`config.mk`:
```
export PLATFORM = sky130hd
export DESIGN_NAME = pipeline_hazard_latency_control
export DESIGN_NICKNAME = d
export VERILOG_FILES = /design/src/rtl/op_timing_lut.v /design/src/rtl/sys_phase.v /design/src/rtl/pipeline_hazard_latency_control.v
export VERILOG_INCLUDE_DIRS = /design/src /design/src/rtl
export SDC_FILE = /design/constraint.sdc
export NUM_CORES = 1
export LEC_CHECK = 0
export BUFFER_PORTS_ARGS = -buffer_cell sky130_fd_sc_hd__buf_2
export CAP_MARGIN = 40
export CORE_UTILIZATION = 25
export DETAILED_ROUTE_END_ITERATION = 10
export HOLD_SLACK_MARGIN = 0.02
export PLACE_DENSITY = 0.49
export REMOVE_ABC_BUFFERS = 1
export SLEW_MARGIN = 20
export SYNTH_ARGS = -nofsm -noshare
export SYNTH_HDL_FRONTEND = slang
export SYNTH_SLANG_ARGS = --single-unit
export TNS_END_PERCENT = 5
```
`constraint.sdc`:
```
create_clock -name clk -period 2.3 [get_ports clk]
set_input_delay 0.23 -clock clk [delete_from_list [all_inputs] [get_ports clk]]
set_output_delay 0.23 -clock clk [all_outputs]
set_load 0.05 [all_outputs]
```
`src/rtl/hazard_map.vh`:
```
// Constant map for the pipeline hazard and latency control block
`ifndef HAZARD_MAP_VH
`define HAZARD_MAP_VH

// ----------------------------------------
// Operation codes presented with op_code
// ----------------------------------------
`define OP_MULT16 5'h00
`define OP_MULT32 5'h01
`define OP_MUL16 5'h02
`define OP_MUL32 5'h03
`define OP_DMULT 5'h04
`define OP_DIV 5'h05
`define OP_DDIV 5'h06
`define OP_FADD 5'h08
`define OP_FMUL 5'h09
`define OP_FMADD 5'h0A
`define OP_FDIV 5'h0B
`define OP_FSQRT 5'h0C
`define OP_FRECIP 5'h0D
`define OP_FRSQRT 5'h0E
`define OP_FCVT_SW 5'h0F
`define OP_FCVT 5'h10
`define OP_FSIMPLE 5'h11
`define OP_FMEM 5'h12

// ----------------------------------------
// Latency / repeat / stall figures (core cycles)
// ----------------------------------------
`define T_1 7'h01
`define T_2 7'h02
`define T_3 7'h03
`define T_4 7'h04
`define T_5 7'h05
`define T_6 7'h06
`define T_8 7'h08
`define T_9 7'h09
`define T_19 7'h13
`define T_21 7'h15
`define T_34 7'h22
`define T_36 7'h24
`define T_38 7'h26
`define T_66 7'h42
`define T_68 7'h44
`define T_0 7'h00

// ----------------------------------------
// System clock divisor and cache-op settle
// ----------------------------------------
`define DIV_MIN 4'h2
`define DIV_MAX 4'h8
`define QUIET_EXTRA 2'h3

// ----------------------------------------
// One-hot service grant bit positions
// ----------------------------------------
`define SRV_EXT 0
`define SRV_WB 1
`define SRV_IMISS 2
`define SRV_DMISS 3
`define SRV_COP 4

`endif

```
`src/rtl/op_timing_lut.v`:
```
// Latency, repeat and issue-stall lookup for multiply/divide and FPU ops
`timescale 1ns/1ps
`default_nettype none
`include "hazard_map.vh"

module op_timing_lut (
    input wire [4:0] op_code,
    input wire op_dbl,
    output reg [6:0] lat,
    output reg [6:0] rep,
    output reg [6:0] stl,
    output reg is_md
);

// ----------------------------------------
// Table decode
// ----------------------------------------
// Pure decode; the caller registers everything it keeps
always @* begin
    lat = `T_1;
    rep = `T_1;
    stl = `T_0;
    is_md = 1'b0;
    case (op_code)
        `OP_MULT16: begin lat = `T_4; rep = `T_3; is_md = 1'b1; end
        `OP_MULT32: begin lat = `T_5; rep = `T_4; is_md = 1'b1; end
        `OP_MUL16: begin
            lat = `T_4; rep = `T_2; stl = `T_1; is_md = 1'b1;
        end
        `OP_MUL32: begin
            lat = `T_5; rep = `T_3; stl = `T_2; is_md = 1'b1;
        end
        `OP_DMULT: begin lat = `T_9; rep = `T_8; is_md = 1'b1; end
        `OP_DIV: begin lat = `T_36; rep = `T_36; is_md = 1'b1; end
        `OP_DDIV: begin lat = `T_68; rep = `T_68; is_md = 1'b1; end
        `OP_FADD: begin lat = `T_4; rep = `T_1; end
        `OP_FMUL, `OP_FMADD: begin
            lat = op_dbl ? `T_5 : `T_4;
            rep = op_dbl ? `T_2 : `T_1;
        end
        `OP_FDIV, `OP_FSQRT, `OP_FRECIP: begin
            lat = op_dbl ? `T_36 : `T_21;
            rep = op_dbl ? `T_34 : `T_19;
        end
        `OP_FRSQRT: begin
            lat = op_dbl ? `T_68 : `T_38;
            rep = op_dbl ? `T_66 : `T_36;
        end
        `OP_FCVT_SW: begin lat = `T_6; rep = `T_3; end
        `OP_FCVT: begin lat = `T_4; rep = `T_1; end
        `OP_FSIMPLE: begin lat = `T_1; rep = `T_1; end
        `OP_FMEM: begin lat = `T_2; rep = `T_1; end
        default: begin lat = `T_1; rep = `T_1; end
    endcase
end

endmodule
`default_nettype wire

```
`src/rtl/sys_phase.v`:
```
// Core-to-system clock phase tracker with a clamped integer divisor
`timescale 1ns/1ps
`default_nettype none
`include "hazard_map.vh"

module sys_phase (
    input wire clk,
    input wire rst_b,
    input wire [3:0] sys_clock_divisor,
    output reg sys_edge_r
);

reg [3:0] cnt_r; // Core cycles since last system edge
reg [3:0] div_eff; // Divisor forced into the legal range

// ----------------------------------------
// Divisor clamp
// ----------------------------------------
// Out-of-range settings are clamped rather than trusted
always @* begin
    if (sys_clock_divisor < `DIV_MIN)
        div_eff = `DIV_MIN;
    else if (sys_clock_divisor > `DIV_MAX)
        div_eff = `DIV_MAX;
    else
        div_eff = sys_clock_divisor;
end

// ----------------------------------------
// Phase counter
// ----------------------------------------
// One system cycle spans div_eff core cycles
always @(posedge clk) begin
    if (!rst_b) begin
        cnt_r <= 4'h0;
        sys_edge_r <= 1'b0;
    end else if (cnt_r >= div_eff - 4'h1) begin
        cnt_r <= 4'h0;
        sys_edge_r <= 1'b1;
    end else begin
        cnt_r <= cnt_r + 4'h1;
        sys_edge_r <= 1'b0;
    end
end

endmodule
`default_nettype wire

```
`src/rtl/pipeline_hazard_latency_control.v`:
```
// Issue interlocks, op timing and memory-service arbitration for the core
//
// Operation
// - Multiply/divide result writes are not interlocked; md_wr is unused
// - Integer multiply/divide latency, repeat, stall table
// - FP add, multiply, simple ops timing
// - FP divide, root, memory ops timing
// - Core clock is divisor two..eight times bus
// - Bus services wait for system clock edge
// - Data miss after external and instruction miss
// - Writeback buffer drains before data miss
// - Instruction miss yields to writeback and external
// - Cache op waits for all other services
// - Cache op and data miss never overlap
// - Some cache ops wait buffers empty plus three
// - Cache op needing writeback buffer waits drain
`timescale 1ns/1ps
`default_nettype none
`include "hazard_map.vh"

module pipeline_hazard_latency_control (
    input wire clk,
    input wire rst_b,
    input wire [3:0] sys_clock_divisor,
    input wire op_valid,
    input wire [4:0] op_code,
    input wire op_dbl,
    input wire md_rd,
    input wire md_wr,
    input wire ext_req,
    input wire wb_pending,
    input wire imiss_req,
    input wire dmiss_req,
    input wire cop_req,
    input wire cop_quiet,
    input wire store_buf_busy,
    input wire resp_buf_busy,
    input wire svc_done,
    output reg md_issue_block_r,
    output reg md_result_block_r,
    output reg fp_issue_block_r,
    output reg fp_result_block_r,
    output reg [4:0] grant_r,
    output reg arb_busy_r
);

// ----------------------------------------
// Arbiter states
// ----------------------------------------
localparam [3:0] S_IDLE = 4'h1; // Looking for work
localparam [3:0] S_QUIET = 4'h2; // Cache op waits for store/response buffers
localparam [3:0] S_ALIGN = 4'h4; // Waiting for the system clock edge
localparam [3:0] S_BUSY = 4'h8; // Service owns the bus

// ----------------------------------------
// Declarations
// ----------------------------------------
wire [6:0] lut_lat; // Result latency of the presented op
wire [6:0] lut_rep; // Repeat rate of the presented op
wire [6:0] lut_stl; // Extra issue stall of the presented op
wire lut_md; // Op belongs to the multiply/divide unit
wire sys_edge; // Pulse on each system clock boundary

reg [6:0] md_lat_r; // Cycles until muldiv_result_pair is valid
reg [6:0] md_lat_nxt;
reg [6:0] md_rep_r; // Cycles until the next muldiv issue
reg [6:0] md_rep_nxt;
reg [6:0] md_stl_r; // Issue stall left by register-destination multiply
reg [6:0] md_stl_nxt;
reg [6:0] fp_lat_r; // Cycles until the FPU result is valid
reg [6:0] fp_lat_nxt;
reg [6:0] fp_rep_r; // Cycles until the next FPU issue
reg [6:0] fp_rep_nxt;
reg md_take; // Muldiv op accepted this cycle
reg fp_take; // FPU op accepted this cycle

reg [3:0] state_r; // Arbiter state, one-hot
reg [3:0] state_nxt;
reg [4:0] sel_r; // Service chosen, one-hot
reg [4:0] sel_nxt;
reg [4:0] pick; // Highest-priority pending service
reg [4:0] grant_nxt;
reg [1:0] settle_r; // Extra cycles after buffers empty
reg [1:0] settle_nxt;
reg dirty_r; // A buffer held data when the cache op arrived or while it waited
reg dirty_nxt;

// ----------------------------------------
// Helpers
// ----------------------------------------
// Count-down step that stops at zero
function [6:0] dec_sat;
    input [6:0] v;
    begin
        dec_sat = (v == `T_0) ? `T_0 : v - `T_1;
    end
endfunction

// Load value for a counter that blocks for n-1 cycles after issue
function [6:0] load_cnt;
    input [6:0] n;
    begin
        load_cnt = (n == `T_0) ? `T_0 : n - `T_1;
    end
endfunction

// ----------------------------------------
// Sub-blocks
// ----------------------------------------
op_timing_lut u_lut (
    .op_code(op_code),
    .op_dbl(op_dbl),
    .lat(lut_lat),
    .rep(lut_rep),
    .stl(lut_stl),
    .is_md(lut_md)
);

sys_phase u_phase (
    .clk(clk),
    .rst_b(rst_b),
    .sys_clock_divisor(sys_clock_divisor),
    .sys_edge_r(sys_edge)
);

// ----------------------------------------
// Issue acceptance
// ----------------------------------------
// Ops offered while the block flag is up are ignored; the
// stream must hold them, so only the registered flag counts
always @* begin
    md_take = op_valid && lut_md && !md_issue_block_r;
    fp_take = op_valid && !lut_md && !fp_issue_block_r;
end

// ----------------------------------------
// Multiply/divide counters
// ----------------------------------------
// md_wr is not used, so direct writes to the result pair do not stall
// behind a result still in flight; only md_result_block_r flags it
always @* begin
    md_lat_nxt = dec_sat(md_lat_r);
    md_rep_nxt = dec_sat(md_rep_r);
    md_stl_nxt = dec_sat(md_stl_r);
    if (md_take) begin
        md_lat_nxt = load_cnt(lut_lat);
        md_rep_nxt = load_cnt(lut_rep);
        md_stl_nxt = lut_stl;
    end
end

// ----------------------------------------
// FPU counters
// ----------------------------------------
// Only one FPU op is tracked; a newer op replaces the older
// latency, which is fine since issue is in order
always @* begin
    fp_lat_nxt = dec_sat(fp_lat_r);
    fp_rep_nxt = dec_sat(fp_rep_r);
    if (fp_take) begin
        fp_lat_nxt = load_cnt(lut_lat);
        fp_rep_nxt = load_cnt(lut_rep);
    end
end

// ----------------------------------------
// Issue-side registers
// ----------------------------------------
// Block flags are computed from next counts so each is a flop
always @(posedge clk) begin
    if (!rst_b) begin
        md_lat_r <= `T_0;
        md_rep_r <= `T_0;
        md_stl_r <= `T_0;
        fp_lat_r <= `T_0;
        fp_rep_r <= `T_0;
        md_issue_block_r <= 1'b0;
        md_result_block_r <= 1'b0;
        fp_issue_block_r <= 1'b0;
        fp_result_block_r <= 1'b0;
    end else begin
        md_lat_r <= md_lat_nxt;
        md_rep_r <= md_rep_nxt;
        md_stl_r <= md_stl_nxt;
        fp_lat_r <= fp_lat_nxt;
        fp_rep_r <= fp_rep_nxt;
        // Register-destination multiply also holds issue
        md_issue_block_r <= (md_rep_nxt != `T_0) ||
                            (md_stl_nxt != `T_0);
        // Covers both reads and writes of the result pair
        md_result_block_r <= (md_lat_nxt != `T_0);
        fp_issue_block_r <= (fp_rep_nxt != `T_0) ||
                            (md_stl_nxt != `T_0);
        fp_result_block_r <= (fp_lat_nxt != `T_0);
    end
end

// ----------------------------------------
// Service priority
// ----------------------------------------
// External, then writeback drain, then instruction miss, then
// data miss, then cache op; the single grant keeps data misses
// and cache ops apart, and a cache op that refills the writeback
// buffer makes the next one wait for the drain
always @* begin
    pick = 5'h00;
    if (ext_req)
        pick[`SRV_EXT] = 1'b1;
    else if (wb_pending)
        pick[`SRV_WB] = 1'b1;
    else if (imiss_req)
        pick[`SRV_IMISS] = 1'b1;
    else if (dmiss_req)
        pick[`SRV_DMISS] = 1'b1;
    else if (cop_req)
        pick[`SRV_COP] = 1'b1;
end

// ----------------------------------------
// Arbiter next state
// ----------------------------------------
// md_rd and md_wr are not used; the flags above ignore them
// and they need no arbiter action
always @* begin
    state_nxt = state_r;
    sel_nxt = sel_r;
    grant_nxt = grant_r;
    settle_nxt = settle_r;
    dirty_nxt = dirty_r;
    case (state_r)
        S_IDLE: begin
            if (pick != 5'h00) begin
                sel_nxt = pick;
                if (pick[`SRV_COP] && cop_quiet) begin
                    dirty_nxt = store_buf_busy || resp_buf_busy;
                    settle_nxt = 2'h0;
                    state_nxt = S_QUIET;
                end else begin
                    state_nxt = S_ALIGN;
                end
            end
        end
        S_QUIET: begin
            if (store_buf_busy || resp_buf_busy) begin
                dirty_nxt = 1'b1;
            end else if (!dirty_r || settle_r == `QUIET_EXTRA - 2'h1) begin
                state_nxt = S_ALIGN;
            end else begin
                settle_nxt = settle_r + 2'h1;
            end
        end
        S_ALIGN: begin
            // Waits 0..divisor-1 core cycles for the boundary
            if (sys_edge) begin
                grant_nxt = sel_r;
                state_nxt = S_BUSY;
            end
        end
        S_BUSY: begin
            if (svc_done) begin
                grant_nxt = 5'h00;
                sel_nxt = 5'h00;
                dirty_nxt = 1'b0;
                state_nxt = S_IDLE;
            end
        end
        default: begin
            grant_nxt = 5'h00;
            sel_nxt = 5'h00;
            state_nxt = S_IDLE;
        end
    endcase
end

// ----------------------------------------
// Arbiter registers
// ----------------------------------------
// A requester dropping its line after selection is not
// re-checked; the chosen service is still granted
always @(posedge clk) begin
    if (!rst_b) begin
        state_r <= S_IDLE;
        sel_r <= 5'h00;
        grant_r <= 5'h00;
        settle_r <= 2'h0;
        dirty_r <= 1'b0;
        arb_busy_r <= 1'b0;
    end else begin
        state_r <= state_nxt;
        sel_r <= sel_nxt;
        grant_r <= grant_nxt;
        settle_r <= settle_nxt;
        dirty_r <= dirty_nxt;
        arb_busy_r <= (state_nxt != S_IDLE);
    end
end

endmodule
`default_nettype wire

```
==> results of run 1 <==
metal layers:
metal,GRT usage [%],up-vias
met2,21.2,40
met1,15.4,1692
met4,3.85,0
met5,0,-
met3,3.46,14
li1,-,1839
logic make-up after synthesis:
kind of cell,after synthesis
flip-flops,62
AND/OR/NAND/NOR,200
XOR/XNOR,24
AO/OA/AOI/OAI,117
other,1
multiplexers,2
adder cells (fa/ha/maj),17
buffers and inverters,47
path summary, 6_finish.rpt:
path,depth (start not counted),to,slack [ns]
min reg2reg,2,dirty_r$_SDFFE_PN0P_,0.47
max,12,fp_issue_block_r$_SDFF_PN0_,0.15
min,2,state_r[0]$_SDFF_PN1_,0.18
max reg2reg,7,fp_issue_block_r$_SDFF_PN0_,0.15
sequential cells by signal, summed over array words and instances (netlist names), 4 cells and up:
name and cells:
md_stl_r 7, md_rep_r 7, grant_r 5, sel_r 5, state_r 4, fp_lat_r 7, fp_rep_r 7, md_lat_r 7
u_phase.cnt_r 4
area by class of cell:
class / instances / area, µm²
flip-flops and latches: 62 / 1240
fillers: 1615 / 10300
multi-input cells: 361 / 2460
well taps: 188 / 235
clock buffers: 10 / 229
repair buffers: 82 / 538
clock inverters: 6 / 62.6
inverters: 26 / 97.6
through the flow:
stage,cell area (µm²),worst slack (ns),std cells
2_1_floorplan,3790,-0.0491,449
3_3_place_gp,4560,-0.170,719
3_5_place_dp,4560,-0.231,719
4_1_cts,4850,0.108,735
5_1_grt,4860,0.00479,735
6_report,4860,0.149,735
cells in the final DEF, fill, tap and decap left out, types with 3 or more instances in the layout:
master,instances
a21boi_0,5
a21o_1,5
a21oi_1,14
a22o_1,3
a22oi_1,5
a31oi_1,5
a32oi_1,3
and2_1,18
and3_1,5
buf_2,31
buf_4,51
clkbuf_16,9
clkinvlp_4,3
dfxtp_1,62
ha_1,17
inv_1,26
nand2_1,27
nand2b_1,16
nand3_1,13
nand3b_1,5
nor2_1,43
nor2b_1,17
nor3_1,15
nor3b_1,7
nor4_1,4
nor4b_1,3
o211ai_1,5
o21a_1,9
o21ai_0,14
o21ai_1,3
o22ai_1,8
o41a_1,3
or2_2,3
or3_1,4
xnor2_1,18
xor2_1,6
power by group:
group	internal, W	leakage, nW	total, W	switching (W)
sequential	0.00137	0.509	0.00163	0.000266
combinational	0.00130	1.35	0.00265	0.00135
clock	0.000834	0.134	0.00133	0.000494
==> metrics.cfg, run 1 <==
[outcome]
status=finished clean

[cts]
htree_levels=3
post_cts_buffers=0
ctsRootBufferMaster=clkbuf_16
cts.path.max_buffers=2
clock_latency_ns=0.33
post_cts_resize_count=0
cts_hold_buf=0
numClockSinks=62
cts_buffers=9
cts_tree=built
path_clk_slew_ns=0.06

[worst_setup_path]
slowest_stage=or2b_4
crit_path_end_kind=flop
cp-startpoint=op_code[3]
rr_startpoint=md_stl_r[0]$_SDFF_PN0_
required_ns=2.51
cp_num_buf_inv=2
critical_path.top_delay_family=compound AO/OA/AOI/OAI gates
cp_max_fo=7
crit_type=in2reg
cp.arrival_ns=2.36
crit_top_cell=o211ai_1
crit_path_max_incr_delay_ns=0.31
worstSetupStartpointType=primary input
path_cells=buf_2, or2b_4, a21o_1, o2111ai_1, inv_1, ha_1, o211ai_1, o211ai_1, a311oi_2, and3_1, o21bai_1, o41a_1

[logic_synthesis]
yosys_register_bits=62
yosysTopAreaCellShare_pct=31.9
syn_area_um2=3890
synthTopCellsByArea=dfxtp_1, ha_1, nor2_1, xnor2_1, and2_1
synth-edff-count=0
seq_area_frac_synth_pct=31.9
synth_cell_types=77
synth_xor_area_share_pct=5.40
yosys.area.top_type=dfxtp_1
synth_compound_area_share_pct=22.1
synth_flop_cell=dfxtp_1
netlist_instances=470
synthArstFlopShare_pct=0
synthAdderAreaFrac_pct=5.47
synth_simple_gate_area_share_pct=29.4
muxShareOfSynthArea_pct=0.515
syn_area_per_cell_um2=8.28
synth_top_family_by_area=simple AND/OR/NAND/NOR gates
synth_commonest_cells=dfxtp_1, nor2_1, nand2_1
synth.most_common_cell=dfxtp_1
yosys_warnings=0

[drt]
drcViolationCount=0
top_layer=met4
wire_per_inst_um=12.9
via_per_inst=4.88
wl_um=9470
first_pass_iters=4
antenna_left=0
wl_met2_um=4410
vias=3585
met3_length_um=324
drtIter0Drc=203
wl_met1_um=4590

[floorplan]
ios=34
rows=45
die_area_um2=16100
start_util_pct=25.6
core_area_um2=15200
chipWidth_um=127
fp.dieH_um=127

[timing]
slew_headroom_pct=54.6
post-route-period-util_pct=93.5
fin_skew_ns=0.00641
setup_viol=0
fin_hold_ws_ns=0.178
final_max_slew_viol_count=0
finalCriticalPeriod_ns=2.15
setup_tns_ns=0
rsz0062_at_grt=false
tightestPinTransition_ns=0.681
timing.final.hold_violations=0
max_freq_mhz=465

[flow_run]
cap_violations=0

[place]
hpwl_um=7290
io_buffers=31
place.gp.congestion=0.839

[cells_and_area]
insertedDiodeCount=0
drive_gt1_share_pct=21.0
synthToLayoutAreaGrowth_pct=25.1
nets=583
fin_util_pct=32.0

[global_routing]
antenna_found_initial=0
grt_max_degree=22
grt_pass1_wl_um=16300
grt_pass1_vias=3509
grt_overflow_total=0
grt.total_usage_pct=12.5

[worst_hold_path]
worstHoldStart=svc_done
hp-class=in2reg

[pwr]
powerDensity_nw_per_um2=1150
ir_drop_mv=0.375
leakagePower_nw=1.99
total_power_w=0.00561

Note: power is estimated with default switching activity, not from simulation.
==> run 2, diff against run 1 <==
--- a/config.mk
+++ b/config.mk
@@ -8,10 +8,10 @@
 export LEC_CHECK = 0
 export BUFFER_PORTS_ARGS = -buffer_cell sky130_fd_sc_hd__buf_2
 export CAP_MARGIN = 40
-export CORE_UTILIZATION = 25
+export CORE_UTILIZATION = 65
 export DETAILED_ROUTE_END_ITERATION = 10
 export HOLD_SLACK_MARGIN = 0.02
-export PLACE_DENSITY = 0.49
+export PLACE_DENSITY = 0.94
 export REMOVE_ABC_BUFFERS = 1
 export SLEW_MARGIN = 20
 export SYNTH_ARGS = -nofsm -noshare
==> constraint.sdc (replaced) <==
create_clock -name clk -period 2.56 [get_ports clk]
set_input_delay 0.256 -clock clk [delete_from_list [all_inputs] [get_ports clk]]
set_output_delay 0.256 -clock clk [all_outputs]
set_load 0.05 [all_outputs]
==> metrics.cfg, run 2 (synthesized netlist as in run 1, its figures left out) <==
[cells_and_area]
layout_common_cells=dfxtp_1, nor2_1, buf_2
nets=554
drive_gt1_share_pct=15.7
multiInputGateArea_um2=2450
fin_area_um2=4380
insertedDiodeCount=0
regArea_um2=1240
synthToLayoutAreaGrowth_pct=12.5
nFillCells=410
instances_no_fill=589
final_common_cell=dfxtp_1

[place]
dp_slack_ns=-0.000714
place.gp.congestion=0.901
io_buffers=31
place_area_um2=4210
dp.cells=574
hpwl_um=6700

[pwr]
comb_power_share_pct=51.2
powerDensity_nw_per_um2=1050
total_power_w=0.00461
swShare_pct=40.4
power_frac_seq_pct=32.2
p_clk_share_pct=16.7
leakagePower_nw=1.81
p_switching_w=0.00186
ir_drop_mv=0.961
internal-power_w=0.00275

[cts]
htree_levels=3
numClockSinks=62
clock_latency_ns=0.35
post_cts_buffers=0
cts.path.max_buffers=2
post_cts_resize_count=0
cts_tree=built
cts_buffers=9
cts_hold_buf=0
path_clk_slew_ns=0.07
ctsRootBufferMaster=clkbuf_8

[worst_setup_path]
cp_max_fo=9
worstSetupStartpointType=primary input
cp-startpoint=op_dbl
crit_path_end_kind=flop
crit_type=in2reg
required_ns=2.79
rr_startpoint=md_stl_r[0]$_SDFF_PN0_
cp.arrival_ns=2.48

[worst_hold_path]
hp-class=in2reg
worstHoldStart=svc_done

[timing]
timing.final.hold_violations=0
finalCriticalPeriod_ns=2.25
fin_skew_ns=0.00854
rsz0062_at_grt=false
setup_viol=0
setup_slack_ns=0.313
max_freq_mhz=445
tightestPinTransition_ns=0.845
setup_tns_ns=0
final_max_slew_viol_count=0
post-route-period-util_pct=87.8
slew_headroom_pct=43.1

[floorplan]
core_area_um2=5640
start_util_pct=69.0
chipWidth_um=79.4
die_area_um2=6300
ios=34
rows=27
fp.dieH_um=79.4

[global_routing]
grt_max_degree=33
grt_pass1_wl_um=15700
grt_overflow_total=0
grt.total_usage_pct=31.7
grt_pass1_vias=3593
antenna_found_initial=0

[drt]
drcViolationCount=0
vias=3680
via_per_inst=6.25
antenna_left=0
wire_per_inst_um=15.9
wl_um=9340
first_pass_iters=6
drtIter0Drc=263

[outcome]
status=finished clean

[flow_run]
cap_violations=0

run 2: changes by cell type in the layout (fill, tap and decap cells not counted), sizes merged:
cell,previous run,this run
bufinv,1,0
clkinvlp,3,0
buf,82,53
clkbuf,10,14
clkinv,2,1
run 2: worst paths after layout:
check	depth (start not counted)	to	slack, ns
max	11	fp_result_block_r$_SDFF_PN0_	0.31
min	2	state_r[0]$_SDFF_PN1_	0.18
max reg2reg	7	fp_issue_block_r$_SDFF_PN0_	0.41
min reg2reg	1	u_phase.cnt_r[0]$_SDFF_PP0_	0.47
run 2: area by class of cell:
cell class / instances / area share [%]
clock buffer: 14 / 3.72
sequential: 62 / 28.4
tap: 72 / 2.06
timing repair buffer: 53 / 7.60
clock inverter: 1 / 0.114
inverter: 26 / 2.23
multi-input combinational: 361 / 55.9
run 2: metrics by stage:
step	hold slack (ns)	util, %
CTS	0.172	77.6
global route	0.172	77.6
floorplan	0.370	-
global placement	0.448	74.6
detailed placement	0.464	74.6
finish	0.177	77.6
run 2: worst max-delay path: stages:
cell	delay, ns
buf_2	0.15
and4b_1	0.21
nor3_1	0.18
a31oi_1	0.06
a221oi_1	0.38
ha_1	0.23
nor4b_2	0.24
buf_4	0.18
a2bb2oi_1	0.06
o31a_1	0.12
o41a_1	0.41
run 2: per-layer routing:
| metal | vias to the layer above | routed length, µm | GRT usage [%] |
|---|---|---|---|
| met2 | 141 | 4590 | 54.8 |
| met5 | - | 0 | 0 |
| met1 | 1717 | 3950 | 36.9 |
| li1 | 1783 | - | - |
| met3 | 39 | 500 | 7.47 |
| met4 | 0 | 311 | 14.4 |
run 2: power by group through the flow:
stage	Sequential (W)	Clock, W	Combinational (W)
2_1_floorplan	0.00151	0	0.00175
3_3_place_gp	0.00147	0	0.00219
3_5_place_dp	0.00149	0	0.00230
4_1_cts	0.00147	0.000765	0.00234
5_1_grt	0.00151	0.000818	0.00262
6_report	0.00148	0.000767	0.00236
==> run 3, diff against run 2 <==
--- a/config.mk
+++ b/config.mk
@@ -6,12 +6,13 @@
 export SDC_FILE = /design/constraint.sdc
 export NUM_CORES = 1
 export LEC_CHECK = 0
-export BUFFER_PORTS_ARGS = -buffer_cell sky130_fd_sc_hd__buf_2
+export BUFFER_PORTS_ARGS = -buffer_cell sky130_fd_sc_hd__clkbuf_2
 export CAP_MARGIN = 40
-export CORE_UTILIZATION = 65
+export CORE_UTILIZATION = 67
+export CTS_BUF_LIST = sky130_fd_sc_hd__clkbuf_8
 export DETAILED_ROUTE_END_ITERATION = 10
 export HOLD_SLACK_MARGIN = 0.02
-export PLACE_DENSITY = 0.94
+export PLACE_DENSITY = 0.95
 export REMOVE_ABC_BUFFERS = 1
 export SLEW_MARGIN = 20
 export SYNTH_ARGS = -nofsm -noshare
==> metrics.cfg, run 3 (synthesized netlist as in run 1, its figures left out) <==
[outcome]
status=finished clean

[drt]
drtIter0Drc=423
wl_met2_um=4690
wire_per_inst_um=16.0
vias=3706
antenna_left=0
top_layer=met4
met3_length_um=551
via_per_inst=6.27
drcViolationCount=0
first_pass_iters=5
wl_um=9460
wl_met1_um=3950

[worst_setup_path]
crit_path_end=fp_issue_block_r$_SDFF_PN0_
rr_worst_depth=7
worstSetupStartpointType=primary input
r2r-end=fp_issue_block_r$_SDFF_PN0_
crit_path_end_kind=flop
rr_startpoint=md_stl_r[0]$_SDFF_PN0_
cp.arrival_ns=2.46
crit_type=in2reg
cp-startpoint=op_code[3]
cp_max_fo=9
r2r_setup_slack_ns=0.37
required_ns=2.79

[cells_and_area]
nFillCells=349
nets=555
regArea_um2=1240
multiInputGateArea_um2=2450
synthToLayoutAreaGrowth_pct=13.9
drive_gt1_share_pct=16.4
layout_common_cells=dfxtp_1, nor2_1, clkbuf_2
instances_no_fill=591
final_common_cell=dfxtp_1
insertedDiodeCount=0

[cts]
numClockSinks=62
cts_buffers=9
path_clk_slew_ns=0.08
post_cts_buffers=0
clock_latency_ns=0.35
post_cts_resize_count=0
cts.path.max_buffers=2
cts_tree=built
ctsRootBufferMaster=clkbuf_8
cts_hold_buf=0
htree_levels=3

[global_routing]
antenna_found_initial=0
grt_pass1_wl_um=15900
grt.total_usage_pct=32.4
grt_overflow_total=0
grt_max_degree=32
grt_pass1_vias=3621

[place]
io_buffers=31
hpwl_um=6980
dp.cells=575
place.gp.congestion=0.897
dp_slack_ns=0.00689

[timing]
post-route-period-util_pct=87.3
setup_viol=0
final_max_slew_viol_count=0
fin_skew_ns=0.00944
rsz0062_at_grt=false
timing.final.hold_violations=0
slew_headroom_pct=48.1
finalCriticalPeriod_ns=2.24
max_freq_mhz=447
setup_tns_ns=0
setup_slack_ns=0.325
tightestPinTransition_ns=0.772

[floorplan]
rows=27
fp.dieH_um=78.2
start_util_pct=70.2
chipWidth_um=78.2
core_area_um2=5540
ios=34
die_area_um2=6110

[flow_run]
cap_violations=0

[pwr]
powerDensity_nw_per_um2=1090
ir_drop_mv=0.973
leakagePower_nw=1.83

[worst_hold_path]
hp-class=in2reg

run 3: cell types whose count changed in the layout (fill, tap and decap cells not counted), sizes merged:
cell      delta
clkbuf      +27
clkinv       -1
bufinv       +2
buf         -30
clkinvlp     +3
inv          +1
run 3: where the power goes:
| part | internal [W] | switching [W] |
|---|---|---|
| clock | 0.000571 | 0.000386 |
| combinational | 0.00112 | 0.00130 |
| sequential | 0.00123 | 0.000250 |
run 3: worst min-delay path by stage:
stage / start / to / cells after the start
detailed placement: dirty_r$_SDFFE_PN0P_ / dirty_r$_SDFFE_PN0P_ / 2
CTS: svc_done / state_r[0]$_SDFF_PN1_ / 2
finish: svc_done / state_r[0]$_SDFF_PN1_ / 2
global route: svc_done / state_r[0]$_SDFF_PN1_ / 2
global placement: u_phase.cnt_r[0]$_SDFF_PP0_ / u_phase.cnt_r[0]$_SDFF_PP0_ / 1
floorplan: rst_b / fp_rep_r[3]$_SDFF_PN0_ / 2
run 3: cell type report:
cell class	count	share of cell area, %
Multi-Input combinational cell	361	55.3
Sequential cell	62	28.0
Timing Repair Buffer	54	7.40
Clock buffer	10	3.11
Inverter	26	2.20
Tap cell	72	2.03
Clock inverter	6	1.95
run 3: per-layer routing:
| metal | vias to the layer above | GRT usage (%) |
|---|---|---|
| met5 | - | 0 |
| met4 | 0 | 16.9 |
| met3 | 39 | 5.70 |
| met2 | 164 | 55.4 |
| met1 | 1722 | 38.8 |
| li1 | 1781 | - |
run 3: critical path: stages:
cell	delay, ns
clkbuf_2	0.12
buf_4	0.19
nand2b_1	0.11
nor2_1	0.05
a21oi_1	0.13
o221ai_1	0.17
ha_1	0.30
o211ai_1	0.11
o211ai_1	0.12
a311oi_1	0.30
and3_1	0.23
o21bai_1	0.08
o41a_1	0.30
run 3: metrics by stage:
| stage | instance area, µm² | total power, W | hold WS, ns | util [%] |
|---|---|---|---|---|
| after floorplan | 3790 | 0.00326 | 0.370 | - |
| after global placement | 4210 | 0.00366 | 0.446 | 75.9 |
| after detailed placement | 4210 | 0.00383 | 0.456 | 75.9 |
| after CTS | 4430 | 0.00482 | 0.180 | 79.9 |
| after global routing | 4430 | 0.00517 | 0.197 | 79.9 |
| final | 4430 | 0.00485 | 0.179 | 79.9 |
